==> src/rtl/gpx_pkg.sv <==
package gpx_pkg;
  // register map, byte addresses as printed
  localparam logic [15:0] GPX_BASE_ADDR = 16'h02c8;
  localparam logic [15:0] GPX_MAP_SPAN = 16'h0020;
  localparam logic [15:0] PORT_B_DIRECTION = 16'h02c8;
  localparam logic [15:0] PORT_B_PIN_LEVEL = 16'h02ca;
  localparam logic [15:0] PORT_B_OUTPUT_LATCH = 16'h02cc;
  localparam logic [15:0] PORT_B_OPEN_DRAIN = 16'h02ce;
  localparam logic [15:0] PORT_C_DIRECTION = 16'h02d0;
  localparam logic [15:0] PORT_C_PIN_LEVEL = 16'h02d2;
  localparam logic [15:0] PORT_C_OUTPUT_LATCH = 16'h02d4;
  localparam logic [15:0] PORT_C_OPEN_DRAIN = 16'h02d6;
  localparam logic [15:0] PORT_D_DIRECTION = 16'h02d8;
  localparam logic [15:0] PORT_D_PIN_LEVEL = 16'h02da;
  localparam logic [15:0] PORT_D_OUTPUT_LATCH = 16'h02dc;
  localparam logic [15:0] PORT_D_OPEN_DRAIN = 16'h02de;
  localparam logic [15:0] PORT_E_DIRECTION = 16'h02e0;
  localparam logic [15:0] PORT_E_PIN_LEVEL = 16'h02e2;
  localparam logic [15:0] PORT_E_OUTPUT_LATCH = 16'h02e4;
  localparam logic [15:0] PORT_E_OPEN_DRAIN = 16'h02e6;

  // number of ports and their index in the arrays (B=0 .. E=3)
  localparam int GPX_NPORT = 4;
  localparam int GPX_PORT_C = 1;

  // field select, address bits [2:1] inside a port's group
  typedef enum logic [1:0] {
    FLD_DIR = 2'h0,
    FLD_PIN = 2'h1,
    FLD_LAT = 2'h2,
    FLD_ODC = 2'h3
  } gpx_fld_e;

  // package variant and oscillator field codes
  localparam logic [1:0] GPX_VAR_64 = 2'h0;
  localparam logic [1:0] GPX_VAR_80 = 2'h1;
  localparam logic [1:0] GPX_VAR_100 = 2'h2;
  localparam logic [1:0] GPX_OSC_EXT_CLK = 2'h0;
  localparam logic [1:0] GPX_OSC_OFF = 2'h3;

  // implemented bits on the largest package, also the direction reset
  localparam logic [3:0][15:0] GPX_IMPL_MASK =
    {16'h03ff, 16'hffff, 16'hf01e, 16'hffff};
  localparam logic [3:0][15:0] GPX_DIR_RST = GPX_IMPL_MASK;
  localparam logic [15:0] GPX_ODC_RST = 16'h0000;
  localparam logic [15:0] GPX_DATA_RST = 16'h0000;
  // bits removed on the smaller packages
  localparam logic [3:0][15:0] GPX_DROP_64 =
    {16'h0300, 16'hf000, 16'h001e, 16'h0000};
  localparam logic [3:0][15:0] GPX_DROP_80 =
    {16'h0000, 16'h0000, 16'h0014, 16'h0000};
  // port c pins that depend on the oscillator setup
  localparam logic [15:0] GPX_C_PIN12 = 16'h1000;
  localparam logic [15:0] GPX_C_PIN15 = 16'h8000;

  // write request towards one port
  typedef struct packed {
    logic en;
    gpx_fld_e fld;
    logic [15:0] data;
  } gpx_wr_s;

  // pad drive of one port
  typedef struct packed {
    logic [15:0] out;
    logic [15:0] oe;
  } gpx_pads_s;
endpackage

==> src/rtl/gpx_top.sv <==
// The strobed register port was chosen for this implementation.
module gpx_top
  import gpx_pkg::*;
(
  // clock and reset
  input wire logic sys_clk,
  input wire logic rst_n,
  // register port
  input wire logic [15:0] bus_addr,
  input wire logic [15:0] bus_wdata,
  input wire logic bus_wr,
  input wire logic bus_rd,
  output logic [15:0] bus_rdata,
  // device configuration levels
  input wire logic [1:0] pkg_variant_sel,
  input wire logic [1:0] primary_osc_config_field,
  input wire logic osc_output_function_bit,
  // pads, index 0 is port b up to 3 for port e
  input wire logic [3:0][15:0] pad_in,
  output logic [3:0][15:0] pad_out,
  output logic [3:0][15:0] pad_oe
);
  logic [15:0] addr_offs;
  logic addr_hit;
  logic [1:0] sel_port;
  gpx_fld_e sel_fld;
  logic osc_pins_ok;
  logic c15_ok;
  logic [15:0] osc_drop;
  logic is_64;
  logic is_small;
  logic [3:0][15:0] eff_mask;
  logic [3:0][15:0] dir_q;
  logic [3:0][15:0] lat_q;
  logic [3:0][15:0] odc_q;
  logic [3:0][15:0] pin_q;
  logic [15:0] rd_value;
  logic [15:0] rdata_reg;

  // address decode; odd byte addresses miss so a stray access is dropped
  assign addr_offs = bus_addr - GPX_BASE_ADDR;
  assign addr_hit = (bus_addr >= GPX_BASE_ADDR) &&
                    (addr_offs < GPX_MAP_SPAN) && !bus_addr[0];
  assign sel_port = addr_offs[4:3];
  assign sel_fld = gpx_fld_e'(addr_offs[2:1]);

  // oscillator gating of the two shared port c pins
  // oscillator field gate
  assign osc_pins_ok = (primary_osc_config_field == GPX_OSC_EXT_CLK) ||
                       (primary_osc_config_field == GPX_OSC_OFF);
  assign c15_ok = osc_pins_ok && osc_output_function_bit;
  assign osc_drop = (osc_pins_ok ? 16'h0000 : GPX_C_PIN12) |
                    (c15_ok ? 16'h0000 : GPX_C_PIN15);

  // package variant decode; an unknown code behaves as the full part
  assign is_64 = (pkg_variant_sel == GPX_VAR_64);
  assign is_small = is_64 || (pkg_variant_sel == GPX_VAR_80);

  // one port slice per port, each with its own implemented mask
  generate
    for (genvar i = 0; i < GPX_NPORT; i++)
    begin : g_port
      gpx_wr_s port_wr;
      gpx_pads_s port_pads;

      assign eff_mask[i] = GPX_IMPL_MASK[i] &
                           ~(is_64 ? GPX_DROP_64[i] : 16'h0000) &
                           ~(is_small ? GPX_DROP_80[i] : 16'h0000) &
                           ~((i == GPX_PORT_C) ? osc_drop : 16'h0000);

      // only the addressed port sees the write strobe
      assign port_wr.en = bus_wr && addr_hit && (sel_port == 2'(i));
      assign port_wr.fld = sel_fld;
      assign port_wr.data = bus_wdata;

      gpx_port #(
        .DIR_RESET(GPX_DIR_RST[i])
      ) u_port (
        .sys_clk(sys_clk),
        .rst_n(rst_n),
        .wr(port_wr),
        .mask(eff_mask[i]),
        .pad_in(pad_in[i]),
        .dir_q(dir_q[i]),
        .lat_q(lat_q[i]),
        .odc_q(odc_q[i]),
        .pin_q(pin_q[i]),
        .pads(port_pads)
      );

      assign pad_out[i] = port_pads.out;
      assign pad_oe[i] = port_pads.oe;
    end
  endgenerate

  // read select; a miss returns zero rather than stale data
  always_comb
  begin
    rd_value = 16'h0000;
    if (addr_hit)
    begin
      case (sel_fld)
        FLD_DIR: rd_value = dir_q[sel_port];
        FLD_PIN: rd_value = pin_q[sel_port];
        FLD_LAT: rd_value = lat_q[sel_port];
        FLD_ODC: rd_value = odc_q[sel_port];
        default: rd_value = 16'h0000;
      endcase
    end
  end

  // read data stand for exactly the cycle after the strobe
  always_ff @(posedge sys_clk or negedge rst_n)
  begin
    if (!rst_n)
      rdata_reg <= 16'h0000;
    else if (bus_rd)
      rdata_reg <= rd_value;
    else
      rdata_reg <= 16'h0000;
  end

  assign bus_rdata = rdata_reg;

  // helper state for the checks below
  logic first_cycle_reg;
  logic [15:0] rd_mask;

  // marks the first edge after reset release
  always_ff @(posedge sys_clk or negedge rst_n)
  begin
    if (!rst_n)
      first_cycle_reg <= 1'b1;
    else
      first_cycle_reg <= 1'b0;
  end

  assign rd_mask = addr_hit ? eff_mask[sel_port] : 16'h0000;
endmodule

==> src/rtl/gpx_port.sv <==
module gpx_port
  import gpx_pkg::*;
#(
  parameter logic [15:0] DIR_RESET = 16'hffff
)
(
  // clock and reset
  input wire logic sys_clk,
  input wire logic rst_n,
  // register access
  input wire gpx_wr_s wr,
  input wire logic [15:0] mask,
  // pins
  input wire logic [15:0] pad_in,
  // state for read back
  output logic [15:0] dir_q,
  output logic [15:0] lat_q,
  output logic [15:0] odc_q,
  output logic [15:0] pin_q,
  output gpx_pads_s pads
);
  logic [15:0] dir_reg;
  logic [15:0] lat_reg;
  logic [15:0] odc_reg;
  logic [15:0] pin_reg;

  // direction: only implemented bits take a write
  always_ff @(posedge sys_clk or negedge rst_n)
  begin
    if (!rst_n)
      dir_reg <= DIR_RESET;
    else if (wr.en && wr.fld == FLD_DIR)
      dir_reg <= (wr.data & mask) | (dir_reg & ~mask);
  end

  // latch: a write to the pin level lands here too
  always_ff @(posedge sys_clk or negedge rst_n)
  begin
    if (!rst_n)
      lat_reg <= GPX_DATA_RST;
    else if (wr.en && (wr.fld == FLD_LAT || wr.fld == FLD_PIN))
      lat_reg <= (wr.data & mask) | (lat_reg & ~mask);
  end

  // open drain control
  always_ff @(posedge sys_clk or negedge rst_n)
  begin
    if (!rst_n)
      odc_reg <= GPX_ODC_RST;
    else if (wr.en && wr.fld == FLD_ODC)
      odc_reg <= (wr.data & mask) | (odc_reg & ~mask);
  end

  // pin level sample, absent pins never show a level
  always_ff @(posedge sys_clk or negedge rst_n)
  begin
    if (!rst_n)
      pin_reg <= GPX_DATA_RST;
    else
      pin_reg <= pad_in & mask;
  end

  // read back masked so removed bits read zero at once
  assign dir_q = dir_reg & mask;
  assign lat_q = lat_reg & mask;
  assign odc_q = odc_reg & mask;
  assign pin_q = pin_reg & mask;

  // drive: output when direction is 0; open drain never drives high
  assign pads.out = lat_reg & mask;
  assign pads.oe = mask & ~dir_reg & ~(odc_reg & lat_reg);
endmodule

==> config.mk <==
export PLATFORM = sky130hd
export DESIGN_NAME = gpx_top
export DESIGN_NICKNAME = d
export VERILOG_FILES = /design/src/rtl/gpx_pkg.sv /design/src/rtl/gpx_top.sv /design/src/rtl/gpx_port.sv
export SDC_FILE = /design/constraint.sdc
export NUM_CORES = 1
export LEC_CHECK = 0
export CAP_MARGIN = 5
export CELL_PAD_IN_SITES_DETAIL_PLACEMENT = 0
export CELL_PAD_IN_SITES_GLOBAL_PLACEMENT = 2
export CORE_MARGIN = 8
export CORE_UTILIZATION = 42
export DETAILED_ROUTE_END_ITERATION = 8
export DONT_BUFFER_PORTS = 1
export GPL_TIMING_DRIVEN = 1
export PLACE_DENSITY = 0.8
export SLEW_MARGIN = 10
export SYNTH_ARGS = -nofsm -noshare
export SYNTH_HDL_FRONTEND = slang
export SYNTH_SLANG_ARGS = --single-unit
==> constraint.sdc <==
create_clock -name sys_clk -period 2.01 [get_ports sys_clk]
set_input_delay 0.1005 -clock sys_clk [delete_from_list [all_inputs] [get_ports sys_clk]]
set_output_delay 0.1005 -clock sys_clk [all_outputs]
set_load 0.02 [all_outputs]
Word level (Yosys, flattened, before mapping)
Cells that the tools add are included.

storage, ports and cells
  register bits after elaboration = 272
  latch bits = 0
  RAM bits = 0
  bits in read-only memories = 0
  logic and storage cells = 140
  memories = 0

operators by class
  $add $sub $neg = 1
  $mul = 0
  divide/modulo/power cells = 0
  order comparisons = 3
  equal/unequal tests = 8
  shift-type cells = 0
  muxes and demuxes = 17
  bitwise operators = 66
  reduce and logical (&&, ||, !) cells = 28

operator list
  operator                  number
  $and A16 B16 Y16          33
  $not A16 Y16              12
  $or A16 B16 Y16           9
  $bmux W16 S2              4
  $mux W16                  8
  $and A16 B10 Y16          6
  $pmux W16 S4              1
  $not A5 Y16               2
  $logic_and A1 B1 Y1       20
  $and A10 B16 Y16          1
  $ge A16 B10 Y1 const B    1
  $lt A16 B6 Y1 const B     1
  $not A10 Y16              1
  $or A13 B16 Y16           1
  $sub A16 B10 Y16 const B  1
  $mux W13                  1
  $eq A2 B2 Y1 const B      5
  $mux W10                  1
  $mux W5                   2
  $not A10 Y10              1
  $logic_not A2 Y1          4
  $eq A2 B1 Y1 const B      3
  $logic_or A1 B1 Y1        3
  $lt A2 B3 Y1 const B      1
  $logic_not A1 Y1          1

Longest topological paths before layout
Gate-level depths: netlist of run 1.

  word-level depth = 13
  mapped depth = 13
  mapped depth without buffers = 8

Modules after synthesis
A second synthesis of run 1 with hierarchy kept.

unflattened totals
  cells, all modules = 1433
  area, all modules = 16041.6 sq um

by module, submodules not included
  module                           instances  cells an instance  area an instance (sq um)  sequential area each (sq um)
  gpx_port (g_port[0].u_port ...)  2          302                3308.2                    1621.6
  gpx_port (g_port[3].u_port)      1          302                3300.7                    1614.0
  gpx_port (g_port[1].u_port)      1          302                3298.2                    1611.5
  gpx_top                          1          225                2826.5                    400.4

Worst setup path after synthesis of run 1
Ideal clock, no wire load.

  kind = input to register
  start point = in bus_addr[3]
  end point = reg with a tool-made name
  setup time = 0.125 ns
  data arrival time = 2.780 ns
  required time = 1.885 ns
  setup slack = -0.895 ns
  stages on the path = 13
  cell sequence = inv_1 > clkbuf_1 > clkbuf_1 > ha_1 > nand2b_4 > a31oi_2 > mux2i_1 > or2_1 > buf_6 > buf_6 > buf_6 > nor4_2 > mux2_2

RTL lines
  what                line          source
  start: declaration  gpx_top.sv:9  input wire logic [15:0] bus_addr,

Worst setup path after layout of run 1
  start point = in bus_addr[3]
  end point = reg rdata_reg[1], in the netlist bus_rdata[1]

on the way
  longest elaborated chain between the ends = 6
  elaborated cells on any way between the ends = 16
  classes of those cells = add/sub: 1; order compare: 2; mux: 11; reduce/logical: 2

ends and longest elaborated chain
  what                                                 line                           source
  $sub A16 B10 Y16                                     gpx_top.sv:41                  assign addr_offs = bus_addr - GPX_BASE_ADDR;
  $lt A16 B6 Y1 (tied with other cells)                gpx_top.sv:43                  (addr_offs < GPX_MAP_SPAN) && !bus_addr[0];
  $logic_and A1 B1 Y1 (tied with other cells)          gpx_top.sv:42                  assign addr_hit = (bus_addr >= GPX_BASE_ADDR) &&
  $logic_and A1 B1 Y1 or $pmux W16 S4 (tied branches)  gpx_top.sv:43, gpx_top.sv:102
  $mux W16 (*)                                         gpx_top.sv:100                 if (addr_hit)
  $mux W16 (*)                                         gpx_top.sv:117                 else if (bus_rd)
  end signal: assignment                               gpx_top.sv:118                 rdata_reg <= rd_value;
  end: declaration                                     gpx_top.sv:38                  logic [15:0] rdata_reg;

Every way passes the cells marked *; elsewhere a longest branch is shown, timed or not. The select of a mux whose other input is x is not followed.
A chain may end at the register's enable or synchronous reset.

==> run_results.csv, run 1 <==
group,metric,value,unit
global_routing,use_met1,28.5,%
pwr,p_comb_share,8.8,%
yosys,yosysMostFrequentCell,"dfrtp_1",
timing,setup_violations,0,
clocking,cts_sinks,216,
yosys,syn_area,10800,um^2
critical_path,end_kind,"flip-flop",
timing,clock.fmax,559,MHz
clocking,cts_root_buf,"clkbuf_16",
final_layout,antenna_cells,0,
timing,maxSlewViolCount,0,
final_layout,utilization,53.0,%
critical_path,max_stage_delay,1220,ps
critical_path,crit_buf_inv,3,
floorplanning,die_h,176,um
critical_path,critPathKind,"in2reg",
pwr,switchingPower,2.36,mW
final_layout,seq_area,5470,um^2
timing,finalHoldViolations,216,
floorplanning,pin_count,249,
clocking,clk_latency,530,ps
placement,placed_cell_area,11800,um^2
detailed_routing,via_per_inst,5.72,
worst_hold_path,min_path_type,"in2async",
yosys,synth_area_per_cell,12.3,um^2
floorplanning,num_rows,58,
final_layout,drive_above_1_share,39.8,%
global_routing,grt_usage,21.2,%
critical_path,crit_fanout,19,
yosys,synth-seq-cells,216,
final_layout,multi_input_area,5010,um^2
yosys,yosys.area.top_type,"dfrtp_1",
critical_path,ff2ff_path_depth,6,
global_routing,grt_start_max_net_pins,217,
global_routing,grt_pass1_wl,51.0,mm
timing,worst_slack,222,ps
critical_path,cp_cell_sequence,"dlygate4sd3_1, nor2_4, buf_4, o221ai_1, nor3b_1, buf_4",
detailed_routing,wire_per_inst,25.3,um
yosys,ys_types,63,
critical_path,worstPathArrival,2250,ps
timing,max_slew_margin,30.1,%
clocking,cts_made_buffers,25,
floorplanning,core,25200,um^2
clocking,cts_buffer_depth,3,
yosys,ys_async_sr_fraction,100,%
yosys,yosys_warnings,0,
pwr,p_seq_share,45.3,%
global_routing,grt_busiest_layer,"met2",
timing,worst_pin_slew,1040,ps
yosys,synth_flop_cell,"dfrtp_1",
floorplanning,fp.dieW,176,um
clocking,htree_levels,1,
timing,timing.hold.ws,-724,ps
global_routing,met3_usage,5.08,%
placement,post-place-ws,-153,ps
timing,finClkSkew,10.6,ps
critical_path,cpMostUsedCell,"buf_4",
pwr,peakVddDrop,0.750,mV
critical_path,critical_path.slowest_cell,"dlygate4sd3_1",
outcome,violations,"negative hold slack",
critical_path,rrSetupSlack,270,ps
critical_path,regToRegEndpoint,"bus_rdata[1]",
detailed_routing,drtIter0Drc,665,
clocking,clk_pin_slew,70,ps
global_routing,overflow,0,
pwr,switching_share,24.1,%
timing,finalCritPeriodShare,88.9,%
floorplanning,initial_core_util,42.7,%
pwr,intPower,7.42,mW
yosys,synth.area.top_cells,"dfrtp_1 (39%), mux2_2 (17%), dfstp_2 (12%)",
global_routing,grt.met2_usage,34.2,%
critical_path,crit_required,2480,ps
placement,dp_cells,1209,
pwr,power_frac_clock,45.9,%
detailed_routing,drc_errors,0,
final_layout,finalNetCount,1093,
clocking,cts_tree,"yes",
final_layout,fin_area,13300,um^2
critical_path,start_kind,"primary input",
run,drv_cap,0,
clocking,cts_setup_buffers,0,
global_routing,antenna_found_initial,0,
yosys,synth_top_area_share,38.6,%
yosys,synth-edff-count,0,
final_layout,nFillCells,2141,
detailed_routing,drt_first_pass_iters,5,
timing,period_needed,1790,ps
yosys,synth_common_cells,"dfrtp_1 (166), mux2_2 (161), a21oi_1 (62)",
placement,portBuffers,0,
timing,rsz0062_at_grt,"false",
critical_path,worst_path_dominant_cell_family,"buffers and inverters",
final_layout,layout.cells.non_filler,1328,
yosys,syn_inst,876,
pwr,p_leak,5.83,nW
outcome,outcome,"finished with violations",
global_routing,grt_pass1_vias,8123,
pwr,cellPowerDensity,733,nW/um^2
detailed_routing,vias,7590,
placement,gp_congestion,0.815,
placement,detailed_place_hpwl,22.4,mm
detailed_routing,ant_nets,0,
yosys,seq_area_frac_synth,50.8,%
final_layout,area_delta_synth_final,24.0,%
detailed_routing,wl,33.6,mm
timing,setup_tns,0,ps
floorplanning,dieArea,31000,um^2
-- cell usage in the layout (no fill, tap or decap), types with 11 or more instances in the layout --
| cell | netlist | routed |
|---|---|---|
| mux2_2 | 161 | 113 |
| dfrtp_1 | 166 | 166 |
| buf_12 | 0 | 18 |
| nand3_1 | 21 | 20 |
| nor3_2 | 9 | 11 |
| o21ai_0 | 23 | 23 |
| nor2_1 | 19 | 18 |
| buf_4 | 54 | 65 |
| conb_1 | 1 | 28 |
| a21oi_1 | 62 | 58 |
| mux4_2 | 14 | 14 |
| a222oi_1 | 12 | 12 |
| and2_1 | 30 | 30 |
| and3_1 | 12 | 12 |
| a211oi_1 | 17 | 12 |
| a22o_1 | 12 | 12 |
| dlygate4sd3_1 | 0 | 73 |
| clkbuf_16 | 0 | 25 |
| dfstp_2 | 50 | 50 |
| nand4_1 | 13 | 13 |
| mux2_4 | 0 | 48 |
| nand2_1 | 34 | 34 |
-- logic make-up (layout without fill, tap and decap cells) --
logic type	Yosys count	in the layout	synth area share, %
AO/OA/AOI/OAI	167	167	10.4
adder cells (fa/ha/maj)	9	9	1.05
multiplexers	187	187	20.9
AND/OR/NAND/NOR	176	176	10.1
buffers and inverters	118	213	6.53
XOR/XNOR	2	2	0.163
flip-flops	216	216	50.8
other	1	28	0.0349
-- through the flow --
stage	hold slack, ps	power (mW)
after detailed placement	-184	5.18
after global placement	-185	5.18
after CTS	-744	9.86
final	-724	9.77
after floorplan	-195	5.01
after global routing	-747	10.1
-- worst max path at each step --
stage / cells past startpoint / from / end
finish: 6 / bus_addr[3] / bus_rdata[1]
global route: 6 / flip-flop / bus_rdata[1]
CTS: 11 / bus_addr[4] / flip-flop
detailed placement: 10 / bus_addr[4] / g_port[0].u_port.odc_reg[3]
global placement: 9 / bus_addr[4] / flip-flop
floorplan: 13 / bus_addr[3] / flip-flop
-- power by group through the flow --
stage | combinational (mW) | sequential, mW | clock (mW)
global route | 0.919 | 4.43 | 4.77
CTS | 0.853 | 4.43 | 4.58
global placement | 0.679 | 4.50 | 0
floorplan | 0.512 | 4.50 | 0
detailed placement | 0.681 | 4.50 | 0
finish | 0.864 | 4.43 | 4.48
-- layer usage --
metal	share of wire, %	up-vias	wire length (um)
li1	-	3362	-
met1	44	3895	14700
met2	47	283	15800
met3	6.9	50	2320
met4	2.1	0	699
met5	0	-	0
-- area by class of cell --
cell class,instances,area share [%]
flip-flops and latches,216,41.0
clock buffers,37,5.48
inverters,11,0.422
multi-input cells,569,37.6
clock inverters,9,0.600
well taps,330,3.10
repair buffers,156,11.8
-- repair_timing --
| item | CTS | global route |
|---|---|---|
| gates resized for setup | 0 | 4 |
| endpoints found under the setup margin | 0 | 1 |
| hold endpoints to repair | 428 | 217 |
| hold buffers | 73 | 1 |
(Power assumes the default switching activity.)
==> inputs of run 2 (changes only) <==
Settings changed: PLACE_DENSITY 0.8 to 0.84.
==> run_results.csv, run 2 (synthesis gave the netlist of run 1 again) <==
group,metric,value,unit
outcome,outcome,"finished with violations",
outcome,violations,"negative hold slack",
placement,detailed_place_hpwl,22.4,mm
detailed_routing,drc_errors,0,
global_routing,grt_usage,21.0,%
placement,gp_congestion,0.822,
detailed_routing,wl,33.4,mm
floorplanning,initial_core_util,42.7,%
clocking,clk_pin_slew,60,ps
floorplanning,core,25200,um^2
clocking,cts_tree,"yes",
timing,worst_pin_slew,1010,ps
placement,portBuffers,0,
clocking,cts_made_buffers,26,
clocking,cts_sinks,216,
critical_path,end_kind,"flip-flop",
critical_path,critical_path.slowest_cell,"dlygate4sd3_1",
worst_hold_path,min_path_type,"in2async",
critical_path,critPathKind,"in2reg",
final_layout,most-common-layout-cells,"dfrtp_1 (166), mux2_2 (113), dlygate4sd3_1 (75)",
critical_path,worstPathArrival,2170,ps
critical_path,worst_path_dominant_cell_family,"buffers and inverters",
global_routing,overflow,0,
timing,period_needed,1770,ps
critical_path,max_stage_delay,1200,ps
detailed_routing,dr_wl_met3,2.47,mm
global_routing,grt_pass1_vias,7948,
clocking,htree_levels,1,
detailed_routing,wl_met2,15.9,mm
final_layout,drive_above_1_share,39.1,%
clocking,clk_latency,530,ps
global_routing,grt_pass1_wl,50.5,mm
timing,setup_violations,0,
detailed_routing,wire_per_inst,25.2,um
global_routing,grt_start_max_net_pins,217,
clocking,cts_setup_buffers,0,
detailed_routing,drt_first_pass_iters,8,
critical_path,crit_required,2410,ps
final_layout,final_common_cell,"dfrtp_1",
timing,max_slew_margin,32.6,%
timing,rsz0062_at_grt,"false",
pwr,p_leak,5.83,nW
final_layout,finalNetCount,1087,
detailed_routing,via_per_inst,5.74,
floorplanning,pin_count,249,
timing,timing.hold.ws,-715,ps
pwr,peakVddDrop,0.731,mV
critical_path,regToRegEndpoint,"bus_rdata[3]",
timing,finalHoldViolations,216,
clocking,cts_root_buf,"clkbuf_16",
final_layout,fin_area,13400,um^2
timing,finalCritPeriodShare,88.0,%
timing,maxSlewViolCount,0,
final_layout,area_delta_synth_final,24.4,%
placement,post-place-ws,-159,ps
timing,finClkSkew,16.3,ps
timing,setup_tns,0,ps
critical_path,rrSetupSlack,360,ps
detailed_routing,top_layer,"met5",
critical_path,cp_cell_sequence,"dlygate4sd3_1, nor2_4, buf_4, o221ai_1, nor3b_1",
floorplanning,die_h,176,um
timing,clock.fmax,566,MHz
clocking,cts_buffer_depth,3,
critical_path,crit_buf_inv,2,
critical_path,start_kind,"primary input",
floorplanning,fp.dieW,176,um
critical_path,ff2ff_path_depth,5,
placement,placed_cell_area,11700,um^2
detailed_routing,vias,7600,
floorplanning,num_rows,58,
detailed_routing,ant_nets,0,
detailed_routing,drtIter0Drc,648,
run,drv_cap,0,
pwr,cellPowerDensity,757,nW/um^2
clocking,postCtsResizedCells,0,
floorplanning,dieArea,31000,um^2
clocking,postCtsHoldBufs,75,
global_routing,antenna_found_initial,2,
critical_path,crit_fanout,18,
detailed_routing,wl_met1,14.2,mm
timing,worst_slack,242,ps
==> run 2: cell types whose count changed in the layout (fill, tap and decap cells not counted), sizes merged <==
cell         previous run  this run
clkinv                  7         5
clkbuf                 37        36
diode                   0         2
clkinvlp                1         4
buf                    83        74
dlygate4sd3            73        75
bufinv                  1         3
==> run 2: how the worst max path moves through the flow <==
stage | slack [ps] | to | startpoint | cells past startpoint
after floorplan | -400 | flip-flop | bus_addr[3] | 13
after global placement | -180 | flip-flop | bus_addr[4] | 9
after detailed placement | -160 | flip-flop | bus_addr[4] | 9
after CTS | 290 | pad_oe[1] | g_port[0].u_port.lat_reg[1] | 1
after global routing | 210 | pad_oe[31] | primary_osc_config_field[0] | 5
final | 240 | bus_rdata[1] | bus_addr[3] | 5
==> run 2: report_power, final <==
part,internal (mW),switching (mW)
sequential,4.41,0.0190
clock,2.96,1.87
combinational,0.362,0.500
total,7.73,2.39
==> run 2: area by class of cell <==
| type | instances | area (um^2) |
|---|---|---|
| Tap cell | 330 | 413 |
| Antenna cell | 2 | 5.00 |
| Multi-Input combinational cell | 569 | 4990 |
| Timing Repair Buffer | 149 | 1560 |
| Clock buffer | 36 | 738 |
| Sequential cell | 216 | 5470 |
| Clock inverter | 12 | 160 |
| Fill cell | 2162 | 11800 |
| Inverter | 11 | 56.3 |
==> run 2: worst reg2reg max path: cells and delay by family, from the launching register on <==
kind	cells	cell delay (ps)
compound gates	2	320
flops	1	380
mux	1	490
simple gates	2	350
==> run 2: stage by stage <==
step                util (%)  power [mW]  instances
floorplan                  -        5.01        903
global placement        46.6        5.18       1200
detailed placement      46.6        5.18       1200
CTS                     53.1        10.2       1323
global route            53.1        10.5       1324
finish                  53.1        10.1       1325
==> run 2: layer usage <==
metal  global-route usage [%]  vias to the layer above
met1                     28.2                     3882
met3                     5.04                       48
li1                         -                     3368
met5                        0                        -
met2                     33.8                      300
met4                     5.37                        2
